--- src/pkg/tmr8_defines.vh ---
// Constants of the 8-bit two-compare timer: register offsets, field positions, resets.
// Assumes inclusion by bare name from the design files.
`ifndef TMR8_DEFINES_VH
`define TMR8_DEFINES_VH
// ==========================================================================
// Register offsets
`define TMR8_OFS_CTRL_A 4'h0
`define TMR8_OFS_CTRL_B 4'h1
`define TMR8_OFS_COUNT 4'h2
`define TMR8_OFS_CMP_A 4'h3
`define TMR8_OFS_CMP_B 4'h4
`define TMR8_OFS_MASK 4'h5
`define TMR8_OFS_FLAG 4'h6
`define TMR8_OFS_POWER 4'h7
`define TMR8_OFS_ACTIVE_A 4'h8
`define TMR8_OFS_ACTIVE_B 4'h9
`define TMR8_OFS_OUT 4'hA
// ==========================================================================
// Field positions
`define TMR8_CA_WM0 0
`define TMR8_CA_WM1 1
`define TMR8_CA_OMB_LO 4
`define TMR8_CA_OMB_HI 5
`define TMR8_CA_OMA_LO 6
`define TMR8_CA_OMA_HI 7
`define TMR8_CB_CS_LO 0
`define TMR8_CB_CS_HI 2
`define TMR8_CB_WM2 3
`define TMR8_CB_FOCB 6
`define TMR8_CB_FOCA 7
`define TMR8_FL_OVF 0
`define TMR8_FL_MA 1
`define TMR8_FL_MB 2
// ==========================================================================
// Values and resets
`define TMR8_BOTTOM 8'h00
`define TMR8_MAX 8'hFF
`define TMR8_RST_BYTE 8'h00
`define TMR8_RST_POWER 1'b1
`define TMR8_CS_OFF 3'h0
`define TMR8_CS_FALL 3'h6
`define TMR8_CS_RISE 3'h7
`define TMR8_WM_NORMAL 3'h0
`define TMR8_WM_PCPWM 3'h1
`define TMR8_WM_CTC 3'h2
`define TMR8_WM_FAST 3'h3
`define TMR8_WM_PCPWM_A 3'h5
`define TMR8_WM_FAST_A 3'h7
`define TMR8_OM_OFF 2'h0
`define TMR8_OM_TOGGLE 2'h1
`define TMR8_OM_CLEAR 2'h2
`define TMR8_OM_SET 2'h3
`endif
--- src/hw/tmr8_clk_sel.v ---
// Timer clock selection: prescaler taps and synchronised external pin edges.
// Assumes the pin input is synchronous to sys_clk_i.
`timescale 1ns/1ps
`default_nettype none
`include "tmr8_defines.vh"
module tmr8_clk_sel (
  // Clock and reset
  input wire sys_clk_i,
  input wire reset_i,
  input wire clk_en_i,
  // Control
  input wire run_i,
  input wire [2:0] clock_select_i,
  input wire ext_count_pin_i,
  // Result
  output reg timer_clock_o
);
  reg [9:0] prescale;
  reg pin_s1;
  reg pin_s2;
  reg pin_s3;
  reg next_tick;

  always @* begin
    next_tick = 1'b0;
    case (clock_select_i)
      3'h1: next_tick = 1'b1;
      3'h2: next_tick = (prescale[2:0] == 3'h7);
      3'h3: next_tick = (prescale[5:0] == 6'h3F);
      3'h4: next_tick = (prescale[7:0] == 8'hFF);
      3'h5: next_tick = (prescale == 10'h3FF);
      `TMR8_CS_FALL: next_tick = pin_s3 & ~pin_s2;
      `TMR8_CS_RISE: next_tick = pin_s2 & ~pin_s3;
      default: next_tick = 1'b0;
    endcase
  end

  always @(posedge sys_clk_i) begin
    if (reset_i) begin
      prescale <= 10'h000;
      pin_s1 <= 1'b0;
      pin_s2 <= 1'b0;
      pin_s3 <= 1'b0;
      timer_clock_o <= 1'b0;
    end else if (clk_en_i) begin
      prescale <= prescale + 10'h001;
      pin_s1 <= ext_count_pin_i;
      pin_s2 <= pin_s1;
      pin_s3 <= pin_s2;
      timer_clock_o <= run_i & next_tick;
    end
  end
endmodule
`default_nettype wire

--- src/hw/tmr8_cmp_unit.v ---
// One compare unit: double-buffered compare value and compare output register.
// Assumes the top supplies timer-clock strobes, match blocking and mode decode.
`timescale 1ns/1ps
`default_nettype none
`include "tmr8_defines.vh"
module tmr8_cmp_unit (
  // Clock and reset
  input wire sys_clk_i,
  input wire reset_i,
  input wire clk_en_i,
  // Software access
  input wire wr_i,
  input wire [7:0] wdata_i,
  input wire force_i,
  input wire [1:0] out_mode_i,
  // Counter state
  input wire tick_i,
  input wire [7:0] count_value_i,
  input wire block_i,
  input wire pwm_i,
  input wire update_i,
  input wire at_bottom_i,
  input wire at_top_i,
  input wire down_i,
  input wire dual_i,
  // Results
  output reg [7:0] buffer_o,
  output reg [7:0] active_o,
  output wire match_o,
  output reg compare_out_o
);
  reg next_out;

  // Comparator runs on the active register except while block_i is set after a counter write.
  assign match_o = (count_value_i == active_o) & ~block_i;

  always @* begin
    next_out = compare_out_o;
    if (force_i && !pwm_i) begin
      case (out_mode_i)
        `TMR8_OM_TOGGLE: next_out = ~compare_out_o;
        `TMR8_OM_CLEAR: next_out = 1'b0;
        `TMR8_OM_SET: next_out = 1'b1;
        default: next_out = compare_out_o;
      endcase
    end else if (tick_i && !pwm_i && match_o) begin
      case (out_mode_i)
        `TMR8_OM_TOGGLE: next_out = ~compare_out_o;
        `TMR8_OM_CLEAR: next_out = 1'b0;
        `TMR8_OM_SET: next_out = 1'b1;
        default: next_out = compare_out_o;
      endcase
    end else if (tick_i && pwm_i && out_mode_i[1]) begin
      if (match_o) begin
        next_out = dual_i ? (down_i ^ ~out_mode_i[0]) : out_mode_i[0];
      end else if (at_bottom_i && !dual_i) begin
        next_out = ~out_mode_i[0];
      end
    end else if (tick_i && pwm_i && out_mode_i == `TMR8_OM_TOGGLE && match_o) begin
      next_out = ~compare_out_o;
    end
  end

  always @(posedge sys_clk_i) begin
    if (reset_i) begin
      buffer_o <= `TMR8_RST_BYTE;
      active_o <= `TMR8_RST_BYTE;
      compare_out_o <= 1'b0;
    end else if (clk_en_i) begin
      compare_out_o <= next_out;
      if (wr_i) begin
        buffer_o <= wdata_i;
      end
      if (wr_i && !pwm_i) begin
        active_o <= wdata_i;
      end else if (pwm_i && tick_i && update_i && (at_top_i || at_bottom_i)) begin
        active_o <= buffer_o;
      end else if (!pwm_i) begin
        active_o <= buffer_o;
      end
    end
  end
endmodule
`default_nettype wire

--- src/hw/tmr8_timer.v ---
// Top of the 8-bit timer/counter with two compare units and PWM outputs.
// Assumes a single-cycle register port and synchronous port pins.
`timescale 1ns/1ps
`default_nettype none
`include "tmr8_defines.vh"
module tmr8_timer (
  // Clock and reset
  input wire sys_clk_i,
  input wire reset_i,
  input wire clk_en_i,
  // Register port
  input wire [3:0] addr_i,
  input wire [7:0] wdata_i,
  input wire wr_i,
  input wire rd_i,
  output reg [7:0] rdata_o,
  // Interrupt service acknowledges
  input wire ack_overflow_i,
  input wire ack_match_a_i,
  input wire ack_match_b_i,
  // Pins
  input wire ext_count_pin_i,
  input wire port_a_value_i,
  input wire port_b_value_i,
  input wire out_pin_direction_a_i,
  input wire out_pin_direction_b_i,
  output reg pin_a_o,
  output reg pin_a_oe_o,
  output reg pin_b_o,
  output reg pin_b_oe_o,
  // Interrupt requests and counter value
  output reg irq_overflow_o,
  output reg irq_match_a_o,
  output reg irq_match_b_o,
  output reg [7:0] count_value_o
);
  // ==========================================================================
  // Registers
  localparam ST_UP = 2'b01;
  localparam ST_DOWN = 2'b10;
  reg [7:0] control_a_reg;
  reg [7:0] control_b_reg;
  reg [7:0] count_value;
  reg [2:0] irq_flag_reg;
  reg [2:0] irq_mask_reg;
  reg module_power_off;
  reg block_pending;
  reg [1:0] dir_state;
  reg [7:0] next_count;
  reg [1:0] next_dir;
  reg next_ovf;
  reg [2:0] next_flags;
  reg [7:0] next_rdata;
  wire [2:0] wave_mode;
  wire [1:0] out_mode_a;
  wire [1:0] out_mode_b;
  wire timer_clock;
  wire tick;
  wire pwm;
  wire dual;
  wire top_is_a;
  wire [7:0] top_value;
  wire at_bottom;
  wire at_max;
  wire at_top;
  wire block;
  wire match_a;
  wire match_b;
  wire out_a;
  wire out_b;
  wire [7:0] buf_a;
  wire [7:0] buf_b;
  wire [7:0] act_a;
  wire [7:0] act_b;
  wire wr_cnt;
  wire wr_cmp_a;
  wire wr_cmp_b;
  wire wr_flag;
  wire force_a;
  wire force_b;

  // ==========================================================================
  // Decode
  assign wave_mode = {control_b_reg[`TMR8_CB_WM2], control_a_reg[`TMR8_CA_WM1],
                      control_a_reg[`TMR8_CA_WM0]};
  assign out_mode_a = control_a_reg[`TMR8_CA_OMA_HI:`TMR8_CA_OMA_LO];
  assign out_mode_b = control_a_reg[`TMR8_CA_OMB_HI:`TMR8_CA_OMB_LO];
  assign pwm = control_a_reg[`TMR8_CA_WM0] | control_a_reg[`TMR8_CA_WM1] & control_b_reg[`TMR8_CB_WM2];
  assign dual = (wave_mode == `TMR8_WM_PCPWM) || (wave_mode == `TMR8_WM_PCPWM_A);
  assign top_is_a = (wave_mode == `TMR8_WM_CTC) || (wave_mode == `TMR8_WM_FAST_A) ||
                    (wave_mode == `TMR8_WM_PCPWM_A);
  assign top_value = top_is_a ? act_a : `TMR8_MAX;
  assign at_bottom = (count_value == `TMR8_BOTTOM);
  assign at_max = (count_value == `TMR8_MAX);
  assign at_top = (count_value == top_value);
  assign tick = timer_clock & clk_en_i;
  assign block = block_pending;
  assign wr_cnt = wr_i && addr_i == `TMR8_OFS_COUNT;
  assign wr_cmp_a = wr_i && addr_i == `TMR8_OFS_CMP_A;
  assign wr_cmp_b = wr_i && addr_i == `TMR8_OFS_CMP_B;
  assign wr_flag = wr_i && addr_i == `TMR8_OFS_FLAG;
  assign force_a = wr_i && addr_i == `TMR8_OFS_CTRL_B && wdata_i[`TMR8_CB_FOCA];
  assign force_b = wr_i && addr_i == `TMR8_OFS_CTRL_B && wdata_i[`TMR8_CB_FOCB];

  // ==========================================================================
  // Timer clock
  tmr8_clk_sel u_clk (
    .sys_clk_i(sys_clk_i),
    .reset_i(reset_i),
    .clk_en_i(clk_en_i),
    .run_i(~module_power_off),
    .clock_select_i(control_b_reg[`TMR8_CB_CS_HI:`TMR8_CB_CS_LO]),
    .ext_count_pin_i(ext_count_pin_i),
    .timer_clock_o(timer_clock)
  );

  // ==========================================================================
  // Compare units
  tmr8_cmp_unit u_cmp_a (
    .sys_clk_i(sys_clk_i),
    .reset_i(reset_i),
    .clk_en_i(clk_en_i),
    .wr_i(wr_cmp_a),
    .wdata_i(wdata_i),
    .force_i(force_a),
    .out_mode_i(out_mode_a),
    .tick_i(tick),
    .count_value_i(count_value),
    .block_i(block),
    .pwm_i(pwm),
    .update_i(1'b1),
    .at_bottom_i(at_bottom),
    .at_top_i(at_top),
    .down_i(dir_state == ST_DOWN),
    .dual_i(dual),
    .buffer_o(buf_a),
    .active_o(act_a),
    .match_o(match_a),
    .compare_out_o(out_a)
  );

  tmr8_cmp_unit u_cmp_b (
    .sys_clk_i(sys_clk_i),
    .reset_i(reset_i),
    .clk_en_i(clk_en_i),
    .wr_i(wr_cmp_b),
    .wdata_i(wdata_i),
    .force_i(force_b),
    .out_mode_i(out_mode_b),
    .tick_i(tick),
    .count_value_i(count_value),
    .block_i(block),
    .pwm_i(pwm),
    .update_i(1'b1),
    .at_bottom_i(at_bottom),
    .at_top_i(at_top),
    .down_i(dir_state == ST_DOWN),
    .dual_i(dual),
    .buffer_o(buf_b),
    .active_o(act_b),
    .match_o(match_b),
    .compare_out_o(out_b)
  );

  // ==========================================================================
  // Counter sequence
  always @* begin
    next_count = count_value;
    next_dir = dir_state;
    next_ovf = 1'b0;
    if (tick) begin
      if (dual) begin
        // Dual slope turns round at both ends; overflow at BOTTOM.
        case (dir_state)
          ST_UP: begin
            if (at_top) begin
              next_dir = ST_DOWN;
              next_count = count_value - 8'h01;
            end else begin
              next_count = count_value + 8'h01;
            end
          end
          ST_DOWN: begin
            if (at_bottom) begin
              next_dir = ST_UP;
              next_count = count_value + 8'h01;
              next_ovf = 1'b1;
            end else begin
              next_count = count_value - 8'h01;
            end
          end
          default: next_dir = ST_UP;
        endcase
      end else if (wave_mode == `TMR8_WM_CTC) begin
        next_count = match_a ? `TMR8_BOTTOM : count_value + 8'h01;
        next_ovf = at_max;
      end else if (wave_mode == `TMR8_WM_FAST || wave_mode == `TMR8_WM_FAST_A) begin
        next_count = at_top ? `TMR8_BOTTOM : count_value + 8'h01;
        next_ovf = at_top;
      end else begin
        next_count = count_value + 8'h01;
        next_ovf = at_max;
      end
    end
    if (wr_cnt) begin
      next_count = wdata_i;
    end
  end

  // Hardware sets win over software and service clears.
  always @* begin
    next_flags = irq_flag_reg;
    if (wr_flag) begin
      next_flags = irq_flag_reg & ~wdata_i[2:0];
    end
    if (ack_overflow_i) begin
      next_flags[`TMR8_FL_OVF] = 1'b0;
    end
    if (ack_match_a_i) begin
      next_flags[`TMR8_FL_MA] = 1'b0;
    end
    if (ack_match_b_i) begin
      next_flags[`TMR8_FL_MB] = 1'b0;
    end
    if (next_ovf) begin
      next_flags[`TMR8_FL_OVF] = 1'b1;
    end
    if (tick && match_a) begin
      next_flags[`TMR8_FL_MA] = 1'b1;
    end
    if (tick && match_b) begin
      next_flags[`TMR8_FL_MB] = 1'b1;
    end
  end

  // ==========================================================================
  // Read mux
  always @* begin
    case (addr_i)
      `TMR8_OFS_CTRL_A: next_rdata = control_a_reg;
      `TMR8_OFS_CTRL_B: next_rdata = {2'b00, control_b_reg[5:0]};
      `TMR8_OFS_COUNT: next_rdata = count_value;
      `TMR8_OFS_CMP_A: next_rdata = pwm ? buf_a : act_a;
      `TMR8_OFS_CMP_B: next_rdata = pwm ? buf_b : act_b;
      `TMR8_OFS_MASK: next_rdata = {5'h00, irq_mask_reg};
      `TMR8_OFS_FLAG: next_rdata = {5'h00, irq_flag_reg};
      `TMR8_OFS_POWER: next_rdata = {7'h00, module_power_off};
      `TMR8_OFS_ACTIVE_A: next_rdata = act_a;
      `TMR8_OFS_ACTIVE_B: next_rdata = act_b;
      `TMR8_OFS_OUT: next_rdata = {6'h00, out_b, out_a};
      default: next_rdata = 8'h00;
    endcase
  end

  // ==========================================================================
  // State
  always @(posedge sys_clk_i) begin
    if (reset_i) begin
      control_a_reg <= `TMR8_RST_BYTE;
      control_b_reg <= `TMR8_RST_BYTE;
      count_value <= `TMR8_RST_BYTE;
      irq_flag_reg <= 3'h0;
      irq_mask_reg <= 3'h0;
      module_power_off <= `TMR8_RST_POWER;
      block_pending <= 1'b0;
      dir_state <= ST_UP;
      rdata_o <= 8'h00;
      pin_a_o <= 1'b0;
      pin_a_oe_o <= 1'b0;
      pin_b_o <= 1'b0;
      pin_b_oe_o <= 1'b0;
      irq_overflow_o <= 1'b0;
      irq_match_a_o <= 1'b0;
      irq_match_b_o <= 1'b0;
      count_value_o <= 8'h00;
    end else if (clk_en_i) begin
      if (wr_i && addr_i == `TMR8_OFS_CTRL_A) begin
        control_a_reg <= wdata_i;
      end
      if (wr_i && addr_i == `TMR8_OFS_CTRL_B) begin
        control_b_reg <= {2'b00, wdata_i[5:0]}; // Force strobes read as zero.
      end
      if (wr_i && addr_i == `TMR8_OFS_MASK) begin
        irq_mask_reg <= wdata_i[2:0];
      end
      if (wr_i && addr_i == `TMR8_OFS_POWER) begin
        module_power_off <= wdata_i[0];
      end
      count_value <= next_count;
      dir_state <= next_dir;
      irq_flag_reg <= next_flags;
      // Blocking lasts until the next timer clock is consumed.
      if (wr_cnt) begin
        block_pending <= 1'b1;
      end else if (tick) begin
        block_pending <= 1'b0;
      end
      rdata_o <= rd_i ? next_rdata : 8'h00;
      pin_a_o <= (out_mode_a != `TMR8_OM_OFF) ? out_a : port_a_value_i;
      pin_b_o <= (out_mode_b != `TMR8_OM_OFF) ? out_b : port_b_value_i;
      pin_a_oe_o <= out_pin_direction_a_i;
      pin_b_oe_o <= out_pin_direction_b_i;
      irq_overflow_o <= next_flags[`TMR8_FL_OVF] & irq_mask_reg[`TMR8_FL_OVF];
      irq_match_a_o <= next_flags[`TMR8_FL_MA] & irq_mask_reg[`TMR8_FL_MA];
      irq_match_b_o <= next_flags[`TMR8_FL_MB] & irq_mask_reg[`TMR8_FL_MB];
      count_value_o <= next_count;
    end
  end
endmodule
`default_nettype wire

--- config.mk ---
export PLATFORM = sky130hd
export DESIGN_NAME = tmr8_timer
export DESIGN_NICKNAME = d
export VERILOG_FILES = /design/src/hw/tmr8_clk_sel.v /design/src/hw/tmr8_cmp_unit.v /design/src/hw/tmr8_timer.v
export VERILOG_INCLUDE_DIRS = /design/src /design/src/pkg
export SDC_FILE = /design/constraint.sdc
export NUM_CORES = 1
export LEC_CHECK = 0
export ABC_AREA = 1
export BUFFER_PORTS_ARGS = -buffer_cell sky130_fd_sc_hd__buf_2
export CORE_MARGIN = 2
export CORE_UTILIZATION = 25
export CTS_CLUSTER_DIAMETER = 60
export DETAILED_ROUTE_END_ITERATION = 16
export PLACE_DENSITY_LB_ADDON = 0.12
export SLEW_MARGIN = 20
export SYNTH_ARGS = -nofsm -noshare
export SYNTH_HDL_FRONTEND = slang
export SYNTH_SLANG_ARGS = --single-unit
--- constraint.sdc ---
create_clock -name sys_clk_i -period 2.2 [get_ports sys_clk_i]
set_input_delay 0.11 -clock sys_clk_i [delete_from_list [all_inputs] [get_ports sys_clk_i]]
set_output_delay 0.11 -clock sys_clk_i [all_outputs]
set_load 0.01 [all_outputs]
==> flow_summary_export.csv <==
group,metric,value,unit
sta,final.min_clock_period,2.01,ns
sta,hold_violations,0,
yosys,synth_top_area_share,34.2,%
final_layout,syn_to_final_growth,18.4,%
sta,setup_viol,0,
sta,fin_crit_sh,91.4,%
place,dpl.hpwl,15.7,mm
clock_network,clk_latency,0.36,ns
run_status,status,"finished, final reports clean",
worst_setup_path,crit_fanout,8,
grt,grt_start_max_net_pins,44,
yosys,synth_cell_type_count,43,
floorplanning,die-area,23400,µm²
yosys,synth_seq_area_share,34.2,%
final_layout,n_antenna_cell,0,
sta,worst_pin_slew,0.504,ns
worst_hold_path,hold_class,"in -> reg",
detailed_routing,wl,20.4,mm
yosys,synth_area,5560,µm²
sta,slew-limit-headroom,66.3,%
clock_network,path_clk_slew,0.08,ns
yosys,synth_most_common_cell,"nand2_1",
pwr,clkPwrFrac,42.0,%
pwr,power_frac_comb,13.8,%
pwr,p_leak,0.00269,µW
worst_setup_path,r2r_slack,0.19,ns
worst_setup_path,max_stage_delay,0.39,ns
yosys,synthArstFlopShare,0,%
clock_network,cts_tree,"built",
sta,setup_tns,0,ns
yosys,synth_area_per_cell,6.52,µm²
yosys,ys_ff_latch,95,
worst_setup_path,cp-startpoint,"control_a_reg[0]",
clock_network,h-tree-depth,3,
worst_hold_path,holdPathStages,2,
worst_setup_path,required,2.51,ns
yosys,synth_nets,884,
yosys,ys_warn_count,0,
worst_setup_path,start_kind,"flop",
detailed_routing,num_vias,5655,
pwr,powerDensity,624,nW/µm²
detailed_routing,drt_iter0_markers,358,
grt,antenna_found_initial,0,
sta,fmax,497,MHz
detailed_routing,first_pass_iters,5,
yosys,synth.area.top_cells,"dfxtp_1 (34%), nand2_1 (12%), a21oi_1 (9.3%)",
detailed_routing,final_antenna_net_count,0,
final_layout,nets,945,
worst_setup_path,timing.rr.end,"u_cmp_a.compare_out_o",
yosys,synth_area_leader_cell,"dfxtp_1",
final_layout,largest_reg_flops,10,
yosys,ys_top_cells_by_count,"nand2_1 (179), inv_1 (106), a21oi_1 (103), dfxtp_1 (95), o21ai_0 (87)",
flow_run,drv_cap,0,
worst_setup_path,crit_cells,10,
pwr,swShare,30.1,%
worst_setup_path,path_cells,"inv_2 -> nand2_2 -> inv_2 -> nand2_1 -> nor3_1 -> a21oi_1 -> and2_0 -> a21oi_1 -> nor2_1 -> nor2_1",
final_layout,fin_cells,1198,
sta,fin_worst_skew,0.00952,ns
worst_setup_path,crit_type,"reg -> reg",
floorplanning,die_h,153,µm
worst_setup_path,setup.worst_path.end,"u_cmp_a.compare_out_o",
worst_setup_path,crit_arrival,2.32,ns
clock_network,cts_buffers,9,
grt,grt_overflow,0,
floorplanning,start_util,25.5,%
grt,grt_usage,17.7,%
clock_network,root_buffer,"clkbuf_16",
sta,holdWs,0.0438,ns
yosys,synth_edf_count,0,
pwr,ir_drop,0.000350,V
grt,grt_pass1_vias,5563,
worst_setup_path,end_kind,"flop",
final_layout,drive_above_1_share,15.3,%
floorplanning,core,21800,µm²
pwr,p_int,2870,µW
place,dp_cells,1179,
pwr,p_sw,1240,µW
pwr,seqPwrFrac,44.2,%
place,gp_congestion,0.859,
place,portBuffers,47,
yosys,synthCells,852,
sta,finalMaxSlewViolations,0,
floorplanning,die_w,153,µm
clock_network,postCtsSetupRepairBufs,0,
floorplanning,io_pins,48,
worst_setup_path,reg2reg_from,"control_a_reg[0]",
clock_network,cts_max_path_buffers,2,
detailed_routing,wire_per_inst,17.1,µm
worst_setup_path,crit_family,"simple AND/OR/NAND/NOR gates",
worst_setup_path,cpMaxStageDelayCell,"nor3_1",
clock_network,cts_num_sinks,95,
floorplanning,rows,54,
sta,rsz0062_at_grt,"no",
worst_setup_path,path_buf_inv,2,
worst_setup_path,rr_worst_depth,10,
yosys,synthFlopType,"dfxtp_1",
final_layout,largest-register,"u_clk.prescale",
detailed_routing,drc,0,
grt,grt_pass1_wl,32.3,mm
detailed_routing,viasPerCell,4.72,
==> worst min-delay path by stage <==
stage | startpoint | endpoint | slack [ns]
final | clk_en_i | u_clk.pin_s3 | 0.04
after global routing | clk_en_i | u_clk.timer_clock_o | 0.05
after CTS | clk_en_i | u_clk.pin_s3 | 0.03
after detailed placement | out_pin_direction_a_i | pin_a_oe_o | 0.34
after global placement | out_pin_direction_a_i | pin_a_oe_o | 0.34
after floorplan | out_pin_direction_a_i | pin_a_oe_o | 0.24
==> cell families after synthesis <==
family	share of synthesized area (%)
simple gates	25.7
compound gates	24.8
buf+inv	11.0
flops	34.2
xor+xnor	2.68
fa+ha+maj	1.58
==> power by group through the flow <==
stage	Combinational (µW)	Sequential (µW)	Clock [µW]
global route	631	1820	1840
floorplan	356	1840	0
finish	568	1810	1720
CTS	572	1810	1780
global placement	570	1850	0
detailed placement	565	1850	0
==> layer usage <==
metal / GRT usage (%) / wire length [µm] / vias up
met1: 24.7 / 10200 / 2605
li1: - / - / 2926
met5: 0 / 0 / -
met4: 6.26 / 401 / 0
met3: 2.64 / 688 / 25
met2: 27.8 / 9170 / 99
==> worst register-to-register path: stages (launching register included) <==
cell	delay, ns
dfxtp_1	0.35
inv_2	0.16
nand2_2	0.18
inv_2	0.22
nand2_1	0.12
nor3_1	0.39
a21oi_1	0.13
and2_0	0.16
a21oi_1	0.12
nor2_1	0.05
nor2_1	0.07
==> cell usage in the layout (no fill, tap or decap), types with 5 or more instances in the layout <==
cell type and instances:
nor2_1 78, nor3_1 5, o22ai_1 18, o21ai_1 11, nor2_2 6, inv_1 105
o2111ai_1 5, nand4_1 7, a211oi_2 6, dfxtp_1 93, nand2_1 179, o21ai_0 87
inv_2 14, nand2_2 8, ha_1 7, buf_4 31, nand3_1 37, xor2_1 14
buf_2 47, clkbuf_16 9, a21oi_1 103
==> cell type report <==
cell class | count | area (µm²)
fill | 2430 | 15200
multi-input combinational | 604 | 3040
sequential | 95 | 1900
timing repair buffer | 82 | 518
inverter | 121 | 454
tap | 280 | 350
clock buffer | 9 | 225
clock inverter | 7 | 86.3
==> through the flow <==
| step | util (%) | setup WS [ns] | area (µm²) | power, µW |
|---|---|---|---|---|
| floorplan | - | 0.434 | 5560 | 2200 |
| global placement | 28.6 | 0.0872 | 6240 | 2420 |
| detailed placement | 28.6 | 0.124 | 6240 | 2420 |
| CTS | 30.1 | 0.113 | 6580 | 4160 |
| global route | 30.2 | 0.0110 | 6580 | 4290 |
| finish | 30.2 | 0.189 | 6580 | 4100 |
==> repair_timing <==
item                       CTS  global route
setup endpoints to repair    0            11
hold endpoints to repair     3             0
hold buffers                 3             0
gates resized for setup      0             2
No activity file was read; power rests on OpenSTA's default activity.
